**src/hdl/fso_pkg.sv**
```systemverilog
// fso_pkg: shared constants, types and helpers for the frequency setpoint block.
// assumes frequencies in units of 0.01 Hz and percents as whole numbers.
`default_nettype none
package fso_pkg;

	localparam int FREQ_W = 16;
	localparam int PCT_W  = 7;
	localparam int ADDR_W = 8;

	typedef logic [FREQ_W-1:0] fso_freq_t;
	typedef logic [PCT_W-1:0]  fso_pct_t;
	typedef logic [1:0]        fso_code_t;

	// 400.00 Hz in 0.01 Hz units
	localparam fso_freq_t FREQ_MAX      = 16'h9C40;
	localparam fso_freq_t FREQ_RST      = 16'h0000;
	localparam fso_pct_t  PCT_FULL      = 7'h64;
	localparam fso_pct_t  START_PCT_RST = 7'h00;
	localparam fso_pct_t  END_PCT_RST   = 7'h64;

	localparam fso_code_t DIR_ADD   = 2'h0;
	localparam fso_code_t DIR_SUB   = 2'h1;
	localparam fso_code_t LOW_START = 2'h0;
	localparam fso_code_t LOW_ZERO  = 2'h1;
	localparam fso_code_t DIR_RST   = DIR_ADD;
	localparam fso_code_t LOW_RST   = LOW_ZERO;

	localparam logic [2:0] SRC_POT = 3'h1;

	localparam logic [ADDR_W-1:0] ADDR_OFS_FREQ  = 8'h00;
	localparam logic [ADDR_W-1:0] ADDR_OFS_DIR   = 8'h04;
	localparam logic [ADDR_W-1:0] ADDR_POT_FS    = 8'h08;
	localparam logic [ADDR_W-1:0] ADDR_POT_FE    = 8'h0C;
	localparam logic [ADDR_W-1:0] ADDR_POT_SP    = 8'h10;
	localparam logic [ADDR_W-1:0] ADDR_POT_EP    = 8'h14;
	localparam logic [ADDR_W-1:0] ADDR_POT_LOW   = 8'h18;
	localparam logic [ADDR_W-1:0] ADDR_STATUS    = 8'h1C;
	localparam logic [ADDR_W-1:0] ADDR_FREQ_OUT  = 8'h20;
	localparam logic [ADDR_W-1:0] ADDR_POT_FREQ  = 8'h24;

	localparam int STAT_ACT_BIT  = 0;
	localparam int STAT_BUSY_BIT = 1;

	// saturating narrowing used for writes and for the offset sum
	function automatic fso_freq_t fso_sat_freq(input logic [31:0] v);
		return (v > 32'(FREQ_MAX)) ? FREQ_MAX : v[FREQ_W-1:0];
	endfunction

	function automatic fso_pct_t fso_sat_pct(input logic [31:0] v);
		return (v > 32'(PCT_FULL)) ? PCT_FULL : v[PCT_W-1:0];
	endfunction

endpackage
`default_nettype wire

```
**src/hdl/fso_calc_if.sv**
```systemverilog
// fso_calc_if: request and answer of one potentiometer mapping calculation.
// assumes the requester holds its operands steady while req is high.
`timescale 1ns/100ps
`default_nettype none
interface fso_calc_if #(parameter int XW = 17);
	logic              req;
	logic [XW-1:0]     x;
	logic [XW-1:0]     xs;
	logic [XW-1:0]     xe;
	fso_pkg::fso_freq_t fs;
	fso_pkg::fso_freq_t fe;
	logic              low_zero;
	logic              done;
	fso_pkg::fso_freq_t result;

	modport calc_m (output req, x, xs, xe, fs, fe, low_zero, input done, result);
	modport calc_s (input req, x, xs, xe, fs, fe, low_zero, output done, result);
endinterface
`default_nettype wire

```
**src/hdl/fso_interp.sv**
```systemverilog
// fso_interp: maps a scaled potentiometer reading onto the frequency range.
// assumes operands stable while req is high; one bit of quotient per cycle.
`timescale 1ns/100ps
`default_nettype none
module fso_interp #(
	parameter int XW = 17
) (
	input wire logic    clk_sys_i,
	input wire logic    rst_b_i,
	input wire logic    ce_i,
	fso_calc_if.calc_s  bus
);
	import fso_pkg::*;

	localparam int NW = FREQ_W + XW;
	localparam int CW = $clog2(NW + 1);

	typedef enum logic [2:0] {
		ST_IDLE = 3'b001,
		ST_DIV  = 3'b010,
		ST_DONE = 3'b100
	} fso_st_t;

	fso_st_t       st_q;
	logic [NW-1:0] quo_q;
	logic [XW:0]   rem_q;
	logic [XW-1:0] den_q;
	logic [CW-1:0] cnt_q;
	logic          neg_q;
	fso_freq_t     fs_q;
	fso_freq_t     res_q;
	fso_freq_t     mag;
	logic [XW:0]   rtmp;
	logic          ge;
	logic [NW-1:0] qnext;
	logic          below;
	logic          above;

	assign below = bus.x < bus.xs;
	assign above = bus.x >= bus.xe;
	assign mag   = (bus.fe >= bus.fs) ? bus.fe - bus.fs : bus.fs - bus.fe;
	assign rtmp  = {rem_q[XW-1:0], quo_q[NW-1]};
	assign ge    = rtmp >= {1'b0, den_q};
	assign qnext = {quo_q[NW-2:0], ge};

	assign bus.done   = (st_q == ST_DONE);
	assign bus.result = res_q;

	always_ff @(posedge clk_sys_i)
	begin
		if (!rst_b_i)
			st_q <= ST_IDLE;
		else if (ce_i)
			case (st_q)
				ST_IDLE: if (bus.req) st_q <= (below || above) ? ST_DONE : ST_DIV;
				ST_DIV:  if (cnt_q == CW'(1)) st_q <= ST_DONE;
				ST_DONE: st_q <= ST_IDLE;
				default: st_q <= ST_IDLE;
			endcase
	end

	// restoring divide: frequency span times distance past the start point over the span
	always_ff @(posedge clk_sys_i)
	begin
		if (!rst_b_i)
		begin
			quo_q <= '0;
			rem_q <= '0;
			den_q <= '0;
			cnt_q <= '0;
			neg_q <= 1'b0;
			fs_q  <= FREQ_RST;
			res_q <= FREQ_RST;
		end
		else if (ce_i)
			case (st_q)
				ST_IDLE: if (bus.req)
				begin
					fs_q  <= bus.fs;
					neg_q <= bus.fe < bus.fs;
					den_q <= bus.xe - bus.xs;
					rem_q <= '0;
					cnt_q <= CW'(NW);
					quo_q <= NW'(mag) * NW'(bus.x - bus.xs);
					res_q <= below ? (bus.low_zero ? FREQ_RST : bus.fs) : bus.fe;
				end
				ST_DIV:
				begin
					rem_q <= ge ? rtmp - {1'b0, den_q} : rtmp;
					quo_q <= qnext;
					cnt_q <= cnt_q - CW'(1);
					if (cnt_q == CW'(1))
						res_q <= neg_q ? fs_q - qnext[FREQ_W-1:0] : fs_q + qnext[FREQ_W-1:0];
				end
				default: ;
			endcase
	end
endmodule // fso_interp
`default_nettype wire

```
**src/hdl/fso_top.sv**
```systemverilog
// fso_top: frequency setpoint offset and potentiometer scaling with APB registers.
// assumes synchronous inputs and frequencies in 0.01 Hz units; APB waits only on ce_i.
//
// The APB register port and the register offsets were left to the implementer.
`timescale 1ns/100ps
`default_nettype none
module fso_top #(
	parameter int POT_W = 10
) (
	input  wire logic                  clk_sys_i,
	input  wire logic                  rst_b_i,
	input  wire logic                  ce_i,
	input  wire logic                  psel_i,
	input  wire logic                  penable_i,
	input  wire logic                  pwrite_i,
	input  wire logic [7:0]            paddr_i,
	input  wire logic [31:0]           pwdata_i,
	output logic      [31:0]           prdata_o,
	output logic                       pready_o,
	output logic                       pslverr_o,
	input  wire logic [POT_W-1:0]      pot_i,
	input  wire fso_pkg::fso_freq_t    cmd_freq_i,
	input  wire logic [2:0]            cmd_src_sel_i,
	input  wire logic                  run_i,
	input  wire logic                  add_term_i,
	output fso_pkg::fso_freq_t         freq_cmd_o,
	output fso_pkg::fso_freq_t         pot_freq_o,
	output logic                       offset_active_o
);
	import fso_pkg::*;

	localparam int XW = POT_W + PCT_W;
	localparam logic [XW-1:0] POT_FS = XW'((1 << POT_W) - 1);

	////////////////////////////////////////////////////////////////////////////////
	// setting registers

	fso_freq_t offset_frequency_value_q;
	fso_code_t offset_direction_select_q;
	fso_freq_t pot_start_frequency_q;
	fso_freq_t pot_end_frequency_q;
	fso_pct_t  pot_start_percent_q;
	fso_pct_t  pot_end_percent_q;
	fso_code_t pot_low_end_select_q;

	fso_freq_t pot_freq_q;
	fso_freq_t freq_q;
	logic      act_q;
	logic      busy_q;

	logic [31:0] prdata_q;
	logic        err_q;
	logic        taken_q;

	logic      setup;
	logic      cap;
	logic      acc;
	logic      wr_en;
	logic      mapped;
	logic      read_only;
	logic      run_locked;
	fso_freq_t base_freq;
	fso_freq_t sum_freq;
	fso_freq_t diff_freq;
	logic [31:0] rd_mux;

	fso_calc_if #(.XW(XW)) calc_bus ();

	////////////////////////////////////////////////////////////////////////////////
	// apb decode

	assign setup    = psel_i && !penable_i;
	assign acc      = psel_i && penable_i && ce_i;
	assign cap      = ce_i && psel_i && (!penable_i || !taken_q);
	assign wr_en    = acc && taken_q && pwrite_i && !err_q;
	assign pready_o = ce_i && taken_q;
	assign prdata_o = prdata_q;
	assign pslverr_o = err_q;

	always_comb
	begin
		mapped = 1'b1;
		read_only = 1'b0;
		case (paddr_i)
			ADDR_OFS_FREQ, ADDR_OFS_DIR, ADDR_POT_FS, ADDR_POT_FE,
			ADDR_POT_SP, ADDR_POT_EP, ADDR_POT_LOW: read_only = 1'b0;
			ADDR_STATUS, ADDR_FREQ_OUT, ADDR_POT_FREQ: read_only = 1'b1;
			default: mapped = 1'b0;
		endcase
	end

	// only the offset value may change while the drive runs
	assign run_locked = run_i && (paddr_i != ADDR_OFS_FREQ);

	always_comb
	begin
		rd_mux = 32'h0000_0000;
		case (paddr_i)
			ADDR_OFS_FREQ: rd_mux = 32'(offset_frequency_value_q);
			ADDR_OFS_DIR:  rd_mux = 32'(offset_direction_select_q);
			ADDR_POT_FS:   rd_mux = 32'(pot_start_frequency_q);
			ADDR_POT_FE:   rd_mux = 32'(pot_end_frequency_q);
			ADDR_POT_SP:   rd_mux = 32'(pot_start_percent_q);
			ADDR_POT_EP:   rd_mux = 32'(pot_end_percent_q);
			ADDR_POT_LOW:  rd_mux = 32'(pot_low_end_select_q);
			ADDR_STATUS:
			begin
				rd_mux[STAT_ACT_BIT]  = act_q;
				rd_mux[STAT_BUSY_BIT] = busy_q;
			end
			ADDR_FREQ_OUT: rd_mux = 32'(freq_q);
			ADDR_POT_FREQ: rd_mux = 32'(pot_freq_q);
			default:       rd_mux = 32'h0000_0000;
		endcase
	end

	// read data and the error answer are settled in setup, so the access is zero-wait
	always_ff @(posedge clk_sys_i)
	begin
		if (!rst_b_i)
		begin
			prdata_q <= 32'h0000_0000;
			err_q    <= 1'b0;
		end
		else if (cap)
		begin
			prdata_q <= pwrite_i ? 32'h0000_0000 : rd_mux;
			err_q    <= !mapped || (pwrite_i && (read_only || run_locked));
		end
	end

	// a setup cycle lost to a low ce_i is caught up in access, costing one wait state
	always_ff @(posedge clk_sys_i)
	begin
		if (!rst_b_i)
			taken_q <= 1'b0;
		else if (ce_i)
		begin
			if (acc && taken_q)
				taken_q <= 1'b0;
			else if (cap)
				taken_q <= 1'b1;
		end
	end

	////////////////////////////////////////////////////////////////////////////////
	// offset settings; out-of-range offset values saturate instead of being refused, the direction keeps only bit 0

	always_ff @(posedge clk_sys_i)
	begin
		if (!rst_b_i)
		begin
			offset_frequency_value_q  <= FREQ_RST;
			offset_direction_select_q <= DIR_RST;
		end
		else if (wr_en)
			case (paddr_i)
				ADDR_OFS_FREQ: offset_frequency_value_q <= fso_sat_freq(pwdata_i);
				ADDR_OFS_DIR:  offset_direction_select_q <= {1'b0, pwdata_i[0]};
				default: ;
			endcase
	end

	////////////////////////////////////////////////////////////////////////////////
	// potentiometer mapping settings

	always_ff @(posedge clk_sys_i)
	begin
		if (!rst_b_i)
		begin
			pot_start_frequency_q <= FREQ_RST;
			pot_end_frequency_q   <= FREQ_RST;
			pot_start_percent_q   <= START_PCT_RST;
			pot_end_percent_q     <= END_PCT_RST;
			pot_low_end_select_q  <= LOW_RST;
		end
		else if (wr_en)
			case (paddr_i)
				ADDR_POT_FS:  pot_start_frequency_q <= fso_sat_freq(pwdata_i);
				ADDR_POT_FE:  pot_end_frequency_q   <= fso_sat_freq(pwdata_i);
				ADDR_POT_SP:  pot_start_percent_q   <= fso_sat_pct(pwdata_i);
				ADDR_POT_EP:  pot_end_percent_q     <= fso_sat_pct(pwdata_i);
				ADDR_POT_LOW: pot_low_end_select_q  <= {1'b0, pwdata_i[0]};
				default: ;
			endcase
	end

	////////////////////////////////////////////////////////////////////////////////
	// potentiometer mapping; recomputed back to back, so it lags the pot by one pass

	assign calc_bus.req      = 1'b1;
	assign calc_bus.x        = XW'(pot_i) * XW'(PCT_FULL);
	assign calc_bus.xs       = XW'(pot_start_percent_q) * POT_FS;
	assign calc_bus.xe       = XW'(pot_end_percent_q) * POT_FS;
	assign calc_bus.fs       = pot_start_frequency_q;
	assign calc_bus.fe       = pot_end_frequency_q;
	assign calc_bus.low_zero = (pot_low_end_select_q == LOW_ZERO);

	fso_interp #(.XW(XW)) u_interp (
		.clk_sys_i (clk_sys_i),
		.rst_b_i   (rst_b_i),
		.ce_i      (ce_i),
		.bus       (calc_bus.calc_s)
	);

	always_ff @(posedge clk_sys_i)
	begin
		if (!rst_b_i)
		begin
			pot_freq_q <= FREQ_RST;
			busy_q     <= 1'b0;
		end
		else if (ce_i)
		begin
			busy_q <= !calc_bus.done;
			if (calc_bus.done)
				pot_freq_q <= calc_bus.result;
		end
	end

	////////////////////////////////////////////////////////////////////////////////
	// offset stage; the sum is held at 400 Hz so an offset cannot overrun the range

	assign base_freq = (cmd_src_sel_i == SRC_POT) ? pot_freq_q : cmd_freq_i;
	assign sum_freq  = fso_sat_freq(32'(base_freq) + 32'(offset_frequency_value_q));
	assign diff_freq = (base_freq >= offset_frequency_value_q) ?
		base_freq - offset_frequency_value_q : FREQ_RST;

	always_ff @(posedge clk_sys_i)
	begin
		if (!rst_b_i)
		begin
			freq_q <= FREQ_RST;
			act_q  <= 1'b0;
		end
		else if (ce_i)
		begin
			act_q <= add_term_i;
			if (!add_term_i)
				freq_q <= base_freq;
			else if (offset_direction_select_q == DIR_SUB)
				freq_q <= diff_freq;
			else
				freq_q <= sum_freq;
		end
	end

	assign freq_cmd_o      = freq_q;
	assign pot_freq_o      = pot_freq_q;
	assign offset_active_o = act_q;
endmodule // fso_top
`default_nettype wire

```
**config.mk**
```make
export PLATFORM = sky130hd
export DESIGN_NAME = fso_top
export DESIGN_NICKNAME = d
export VERILOG_FILES = /design/src/hdl/fso_pkg.sv /design/src/hdl/fso_calc_if.sv /design/src/hdl/fso_interp.sv /design/src/hdl/fso_top.sv
export SDC_FILE = /design/constraint.sdc
export NUM_CORES = 2
export LEC_CHECK = 0
export ABC_CLOCK_PERIOD_IN_PS = 11100
export BUFFER_PORTS_ARGS = -buffer_cell sky130_fd_sc_hd__clkbuf_2
export CORE_MARGIN = 10
export CORE_UTILIZATION = 30
export CTS_BUF_LIST = sky130_fd_sc_hd__clkbuf_8
export DETAILED_ROUTE_END_ITERATION = 12
export PLACE_DENSITY_LB_ADDON = 0.1
export SYNTH_ARGS = -nofsm -noshare
export SYNTH_HDL_FRONTEND = slang
export SYNTH_SLANG_ARGS = --single-unit
```
**constraint.sdc**
```tcl
create_clock -name clk_sys_i -period 11.1 [get_ports clk_sys_i]
set_clock_uncertainty 0.15 [all_clocks]
set_input_delay 0.555 -clock clk_sys_i [delete_from_list [all_inputs] [get_ports clk_sys_i]]
set_output_delay 0.555 -clock clk_sys_i [all_outputs]
set_load 0.01 [all_outputs]
```
# Yosys cells after proc, flatten, opt, wreduce, memory -nomap -nowiden
# Index checks and enable logic that the tools add are counted.
[word_totals]
regBits = 241
latchBits = 0
mem_bits_rw = 0
romBits = 0
in_bits = 77
output_inout_bits = 67
word_cells = 125
mem_count = 0
[op_classes]
addsub = 10
mul = 4
n_div = 0
magnitude_cmp = 9
eq_ne = 15
shifts = 0
mux = 27
bitwise_logic = 0
reduce_logical = 38
[ops]
columns = ["operator", "n"]
rows = [
  ["$mux W16", 11],
  ["$pmux W14 S7", 1],
  ["$pmux W33 S2", 1],
  ["$sub A16 B16 Y16", 4],
  ["$mul A7 B10 Y17 const B", 2],
  ["$pmux W17 S2", 1],
  ["$sub A17 B17 Y17", 2],
  ["$mul A16 B33 Y33", 1],
  ["$eq A8 B5 Y1 const B", 4],
  ["$ge A16 B16 Y1", 2],
  ["$gt A32 B16 Y1 const B", 1],
  ["$gt A32 B7 Y1 const B", 1],
  ["$mux W32", 1],
  ["$pmux W16 S2", 1],
  ["$reduce_and A2 Y1", 12],
  ["$pmux W2 S10", 1],
  ["$ge A18 B17 Y1", 1],
  ["$sub A17 B17 Y18", 1],
  ["$add A16 B16 Y17", 1],
  ["$ge A17 B17 Y1", 1],
  ["$gt A17 B16 Y1 const B", 1],
  ["$lt A17 B17 Y1", 1],
  ["$mux W17", 1],
  ["$add A16 B16 Y16", 1],
  ["25 further kinds", 49],
]

# Longest topological paths before layout
[logic_depth]
ltp_word = 7
ltp_mapped = 49
depth_no_buf = 48

# Hierarchy
# A second synthesis with hierarchy kept.
[unflattened]
hier_cells = 3818
hier_area_um2 = 31193.7
[by_module_without_submodules]
columns = ["mod", "n_inst", "cells_per_inst", "area_per_inst_um2", "seq_area_each_um2"]
rows = [
  ["fso_interp", 1, 2464, 20076.8, 2182.1],
  ["fso_top", 1, 1354, 11116.9, 2322.2],
]

# Least setup slack after synthesis
# Ideal clock, no wire load.
[synth_timing]
path_type = "reg-to-reg"
startpoint = "reg pot_start_percent_q[1]"
endpoint = "reg u_interp.quo_q[32]"
setup_time_ns = 0.120
arrival_time_ns = 11.262
required_time_ns = 10.830
slack_ns = -0.432
stages_incl_launch_ff = 44
path_buffers = 2
synth_period_minus_slack_ns = 11.532
path_cell_list = "dfxtp_1 -> inv_1 -> fa_1 -> inv_1 -> fa_1 -> inv_1 -> fa_1 -> fa_1 -> inv_1 -> ha_1 -> o21ai_0 -> nand2b_1 -> and2_1 -> a21oi_1 -> o21bai_1 -> xnor2_1 -> ha_1 -> and2_1 -> [8 not listed] -> fa_1 -> fa_1 -> clkbuf_1 -> xnor2_1 -> xnor2_1 -> fa_1 -> fa_1 -> inv_1 -> fa_1 -> inv_1 -> ha_1 -> a21o_1 -> a21o_1 -> o41ai_1 -> o21a_1 -> nand2_1 -> mux2i_1 -> nor3_2"
[synth_between]
elab_chain_cells = 4
[synth_rtl]
columns = ["element", "line", "source"]
rows = [
  ["from (decl)", "fso_top.sv:42", "fso_pct_t pot_start_percent_q;"],
  ["from (signal assigned)", "fso_top.sv:181", "ADDR_POT_SP: pot_start_percent_q <= fso_sat_pct(pwdata_i);"],
  ["$mul A7 B10 Y17", "fso_top.sv:193", "assign calc_bus.xs = XW'(pot_start_percent_q) * POT_FS;"],
  ["$sub A17 B17 Y18", "fso_interp.sv:84", "quo_q <= NW'(mag) * NW'(bus.x - bus.xs);"],
  ["$mul A16 B33 Y33", "fso_interp.sv:84", ""],
  ["$pmux W33 S2", "fso_interp.sv:76", "case (st_q)"],
  ["to (signal assigned)", "fso_interp.sv:84", ""],
  ["to (signal assigned)", "fso_interp.sv:90", "quo_q <= qnext;"],
  ["to (decl)", "fso_interp.sv:25", "logic [NW-1:0] quo_q;"],
]
# Every way passes these cells.
# A chain may end at the register's enable or synchronous reset.

# Final worst setup path
[layout_timing]
startpoint = "reg pot_start_percent_q[1]"
endpoint = "reg u_interp.quo_q[24]"
# The elaborated chain is that of the path after synthesis.

==> impl_metrics.yaml <==
clock_tree:
  cts_tree: "built"
  clkLatencyLatePin_ps: 670
  clock-sinks: 225
  cts.path.max_buffers: 3
  h-tree-depth: 2
  cts.clk_slew.worst_paths_ps: 60
  numCtsBuffers: 46
  cts_root_buf: "clkbuf_8"
synthesis:
  yosysSeqAreaShare: 0.146
  synth_top_area_cell: "fa_1"
  synth_area_leaders: "fa_1 (22%), dfxtp_1 (15%), ha_1 (13%)"
  synth-async-reset-ratio: 0
  synth-seq-cells: 225
  synthFlopType: "dfxtp_1"
  netlist.area_leader.share: 0.215
  yosysWarningCount: 0
  synth_edf_count: 0
  netlist_area_mm2: 0.0309
  syn-instance-count: 3854
  ys_types: 85
  avgSynthCellArea_um2: 8.02
timing:
  relSlewSlack: 0.217
  grt_setup_unrepaired: "yes"
  max_freq_ghz: 0.0899
  min_period_ps: 11120
  min_period_over_period: 1.00
  worst_slew_pin_slew_ps: 1170
  final_max_slew_viol_count: 0
  setup_viol: 2
  finalHoldViolCount: 0
  timing.final.ws_setup_ps: -22.7
global_routing:
  gr-total-overflow: 0
  grt_max_degree: 96
  grt_pass1_wl_um: 170000
  grt_pass1_vias: 27900
  grt_usage: 0.186
  antenna_found_initial: 1
min_path:
  min_path_type: "in -> reg"
  min_path_cells: 3
  holdPathEnd: "pot_start_percent_q[4]$_SDFFE_PN0P_"
  hold_path_startpoint: "pwdata_i[4]"
die:
  die_w_um: 341
  die_area_mm2: 0.116
  core_area_mm2: 0.102
  initial_core_util: 0.303
  ioPinCount: 144
  rows: 117
  die-height_um: 341
final_layout:
  final_cells: 5551
  regArea_mm2: 0.00451
  syn2layout_area_growth_pct: 17.7
  final_common_cell: "inv_1"
  layout-drive-gt1-share: 0.154
  layout_common_cells: "inv_1 (565), nand2_1 (446), nor2_1 (346)"
  multi_input_area_mm2: 0.0243
  fillers: 10900
  finish.utilization: 0.356
  nets: 4876
outcome:
  outcome: "finished with violations"
  violations: "negative setup slack"
pwr:
  ir_drop_mv: 0.0778
  finalPower_w: 0.00369
  cellLeakagePower_nw: 16.4
  power.density_mw_per_mm2: 101
critical_path:
  cp_num_buf_inv: 11
  start_kind: "flip-flop"
  cp_slowest_stage_delay_ps: 580
  path_max_fanout: 5
  r2r-start: "pot_start_percent_q[1]$_SDFFE_PN0P_"
  crit_family: "adder cells"
  end_kind: "flip-flop"
  worstRegToRegCells: 46
  crit_path_top_delay_cell: "fa_1"
  worstPathRequired_ps: 11480
  r2r_end: "u_interp.quo_q[24]$_SDFFE_PN0P_"
  worstSetupPathType: "reg -> reg"
  reg2reg_slack_ps: -20
  worstPathArrival_ps: 11510
  cpMostUsedCell: "fa_1"
drt:
  routedWlPerCell_um: 19.8
  finalWirelength_um: 110000
  ant_nets: 0
  num_vias: 27400
  drt-initial-drc-count: 1388
  firstDrtPassIters: 5
  drc: 0
  via_per_inst: 4.93
placement:
  dp_cells: 5441
  dp.final_hpwl_um: 90100
  pre_cts_ws_ps: -432
  portBuffers: 127
  place_congestion: 0.870
flow_run:
  drv_cap: 0
Yosys cell counts (19+ instances only):
master / instances
inv_1: 564
nand2_1: 453
nor2_1: 356
fa_1: 332
ha_1: 316
a21oi_1: 305
dfxtp_1: 225
clkbuf_1: 132
xnor2_1: 131
o21ai_0: 113
nor3_1: 66
and2_1: 53
a21o_1: 52
xor2_1: 49
mux2i_1: 44
nand3_1: 44
a211oi_1: 40
nor2b_1: 40
o211ai_1: 28
a31oi_1: 27
or3_1: 27
a22oi_1: 26
o21bai_1: 26
nand2b_1: 25
nor4_1: 23
o21a_1: 22
nand4_1: 21
a211o_1: 19
mux2_2: 19
state kept, by name, summed over array words and instances, names as in the netlist:
register / cells
busy_q: 1
calc_bus.fe: 16
calc_bus.fs: 16
freq_cmd_o: 16
offset_active_o: 1
offset_direction_select_q: 1
offset_frequency_value_q: 16
pot_end_percent_q: 7
pot_freq_o: 16
pot_low_end_select_q: 1
pot_start_percent_q: 7
prdata_o: 16
pslverr_o: 1
taken_q: 1
u_interp.bus.result: 16
u_interp.cnt_q: 6
u_interp.den_q: 17
u_interp.fs_q: 16
u_interp.neg_q: 1
u_interp.quo_q: 33
u_interp.rem_q: 17
u_interp.st_q: 3
layout make-up:
type,instances,area share
inverter,566,0.0586
multi-input combinational,2906,0.668
clock inverter,22,0.00454
sequential,225,0.124
tap,1368,0.0471
timing repair buffer,406,0.0767
antenna,2,0.000138
clock buffer,56,0.0212
per-stage QoR:
stage | instance area, µm² | setup TNS [ps] | hold slack, ps
after floorplan | 31100 | 0 | 282
after global placement | 34600 | -2080 | 292
after detailed placement | 34600 | -3120 | 295
after CTS | 36000 | 0 | 0.574
after global routing | 36400 | -3780 | 42.3
final | 36400 | -37.1 | 66.6
timing repair:
item / 4_1_cts / 5_1_grt
pin swaps: 51 / 66
resized for setup: 63 / 69
setup endpoints to repair: 13 / 18
endpoints found under the hold margin: 1 / 0
cloned: 0 / 0
hold buffers: 1 / 0
setup buffers: 16 / 13
logic make-up (layout without fill, tap and decap cells):
kind of cell,count (synthesis),in the layout,share of synthesized area
muxes,64,64,0.0215
and+or+nand+nor,1176,1176,0.170
xor gates and xnor gates,184,184,0.0537
other,1,18,0.000121
AOI/OAI and AO/OA,808,808,0.170
buffers and inverters,738,1050,0.0928
adders and majority gates,658,658,0.346
DFF,225,225,0.146
metal layers:
layer | vias to the layer above | routed length, µm | part of all wire | GRT usage
met5 | - | 0 | 0 | 0
met2 | 505 | 51700 | 0.47 | 0.313
met4 | 0 | 1960 | 0.018 | 0.0356
met3 | 99 | 3600 | 0.033 | 0.0187
met1 | 13400 | 52800 | 0.48 | 0.256
li1 | 13300 | - | - | -
worst register-to-register path, delay by kind of cell (launching register included):
kind / cells / cell delay (ps)
fa+ha+maj: 14 / 6280
compound gates: 11 / 2070
simple gates: 7 / 830
buf+inv: 11 / 770
xor+xnor: 3 / 550
flops: 1 / 330
worst max-delay path by stage:
stage | from | endpoint | cells past startpoint
global route | pot_start_percent_q[1]$_SDFFE_PN0P_ | u_interp.quo_q[32]$_SDFFE_PN0P_ | 46
global placement | pot_start_percent_q[1]$_SDFFE_PN0P_ | u_interp.quo_q[32]$_SDFFE_PN0P_ | 47
finish | pot_start_percent_q[1]$_SDFFE_PN0P_ | u_interp.quo_q[24]$_SDFFE_PN0P_ | 46
CTS | pot_start_percent_q[1]$_SDFFE_PN0P_ | u_interp.quo_q[28]$_SDFFE_PN0P_ | 50
floorplan | pot_start_percent_q[1]$_SDFFE_PN0P_ | u_interp.quo_q[32]$_SDFFE_PN0P_ | 44
detailed placement | pot_start_percent_q[1]$_SDFFE_PN0P_ | u_interp.quo_q[32]$_SDFFE_PN0P_ | 45
where the power goes:
part           leakage [nW]  internal (W)  total [W]  switching [W]
combinational          14.0      0.000735    0.00184        0.00111
clock                 0.528      0.000503   0.000927       0.000424
sequential             1.83      0.000861   0.000915      0.0000538
No activity file was read; power rests on OpenSTA's default activity.
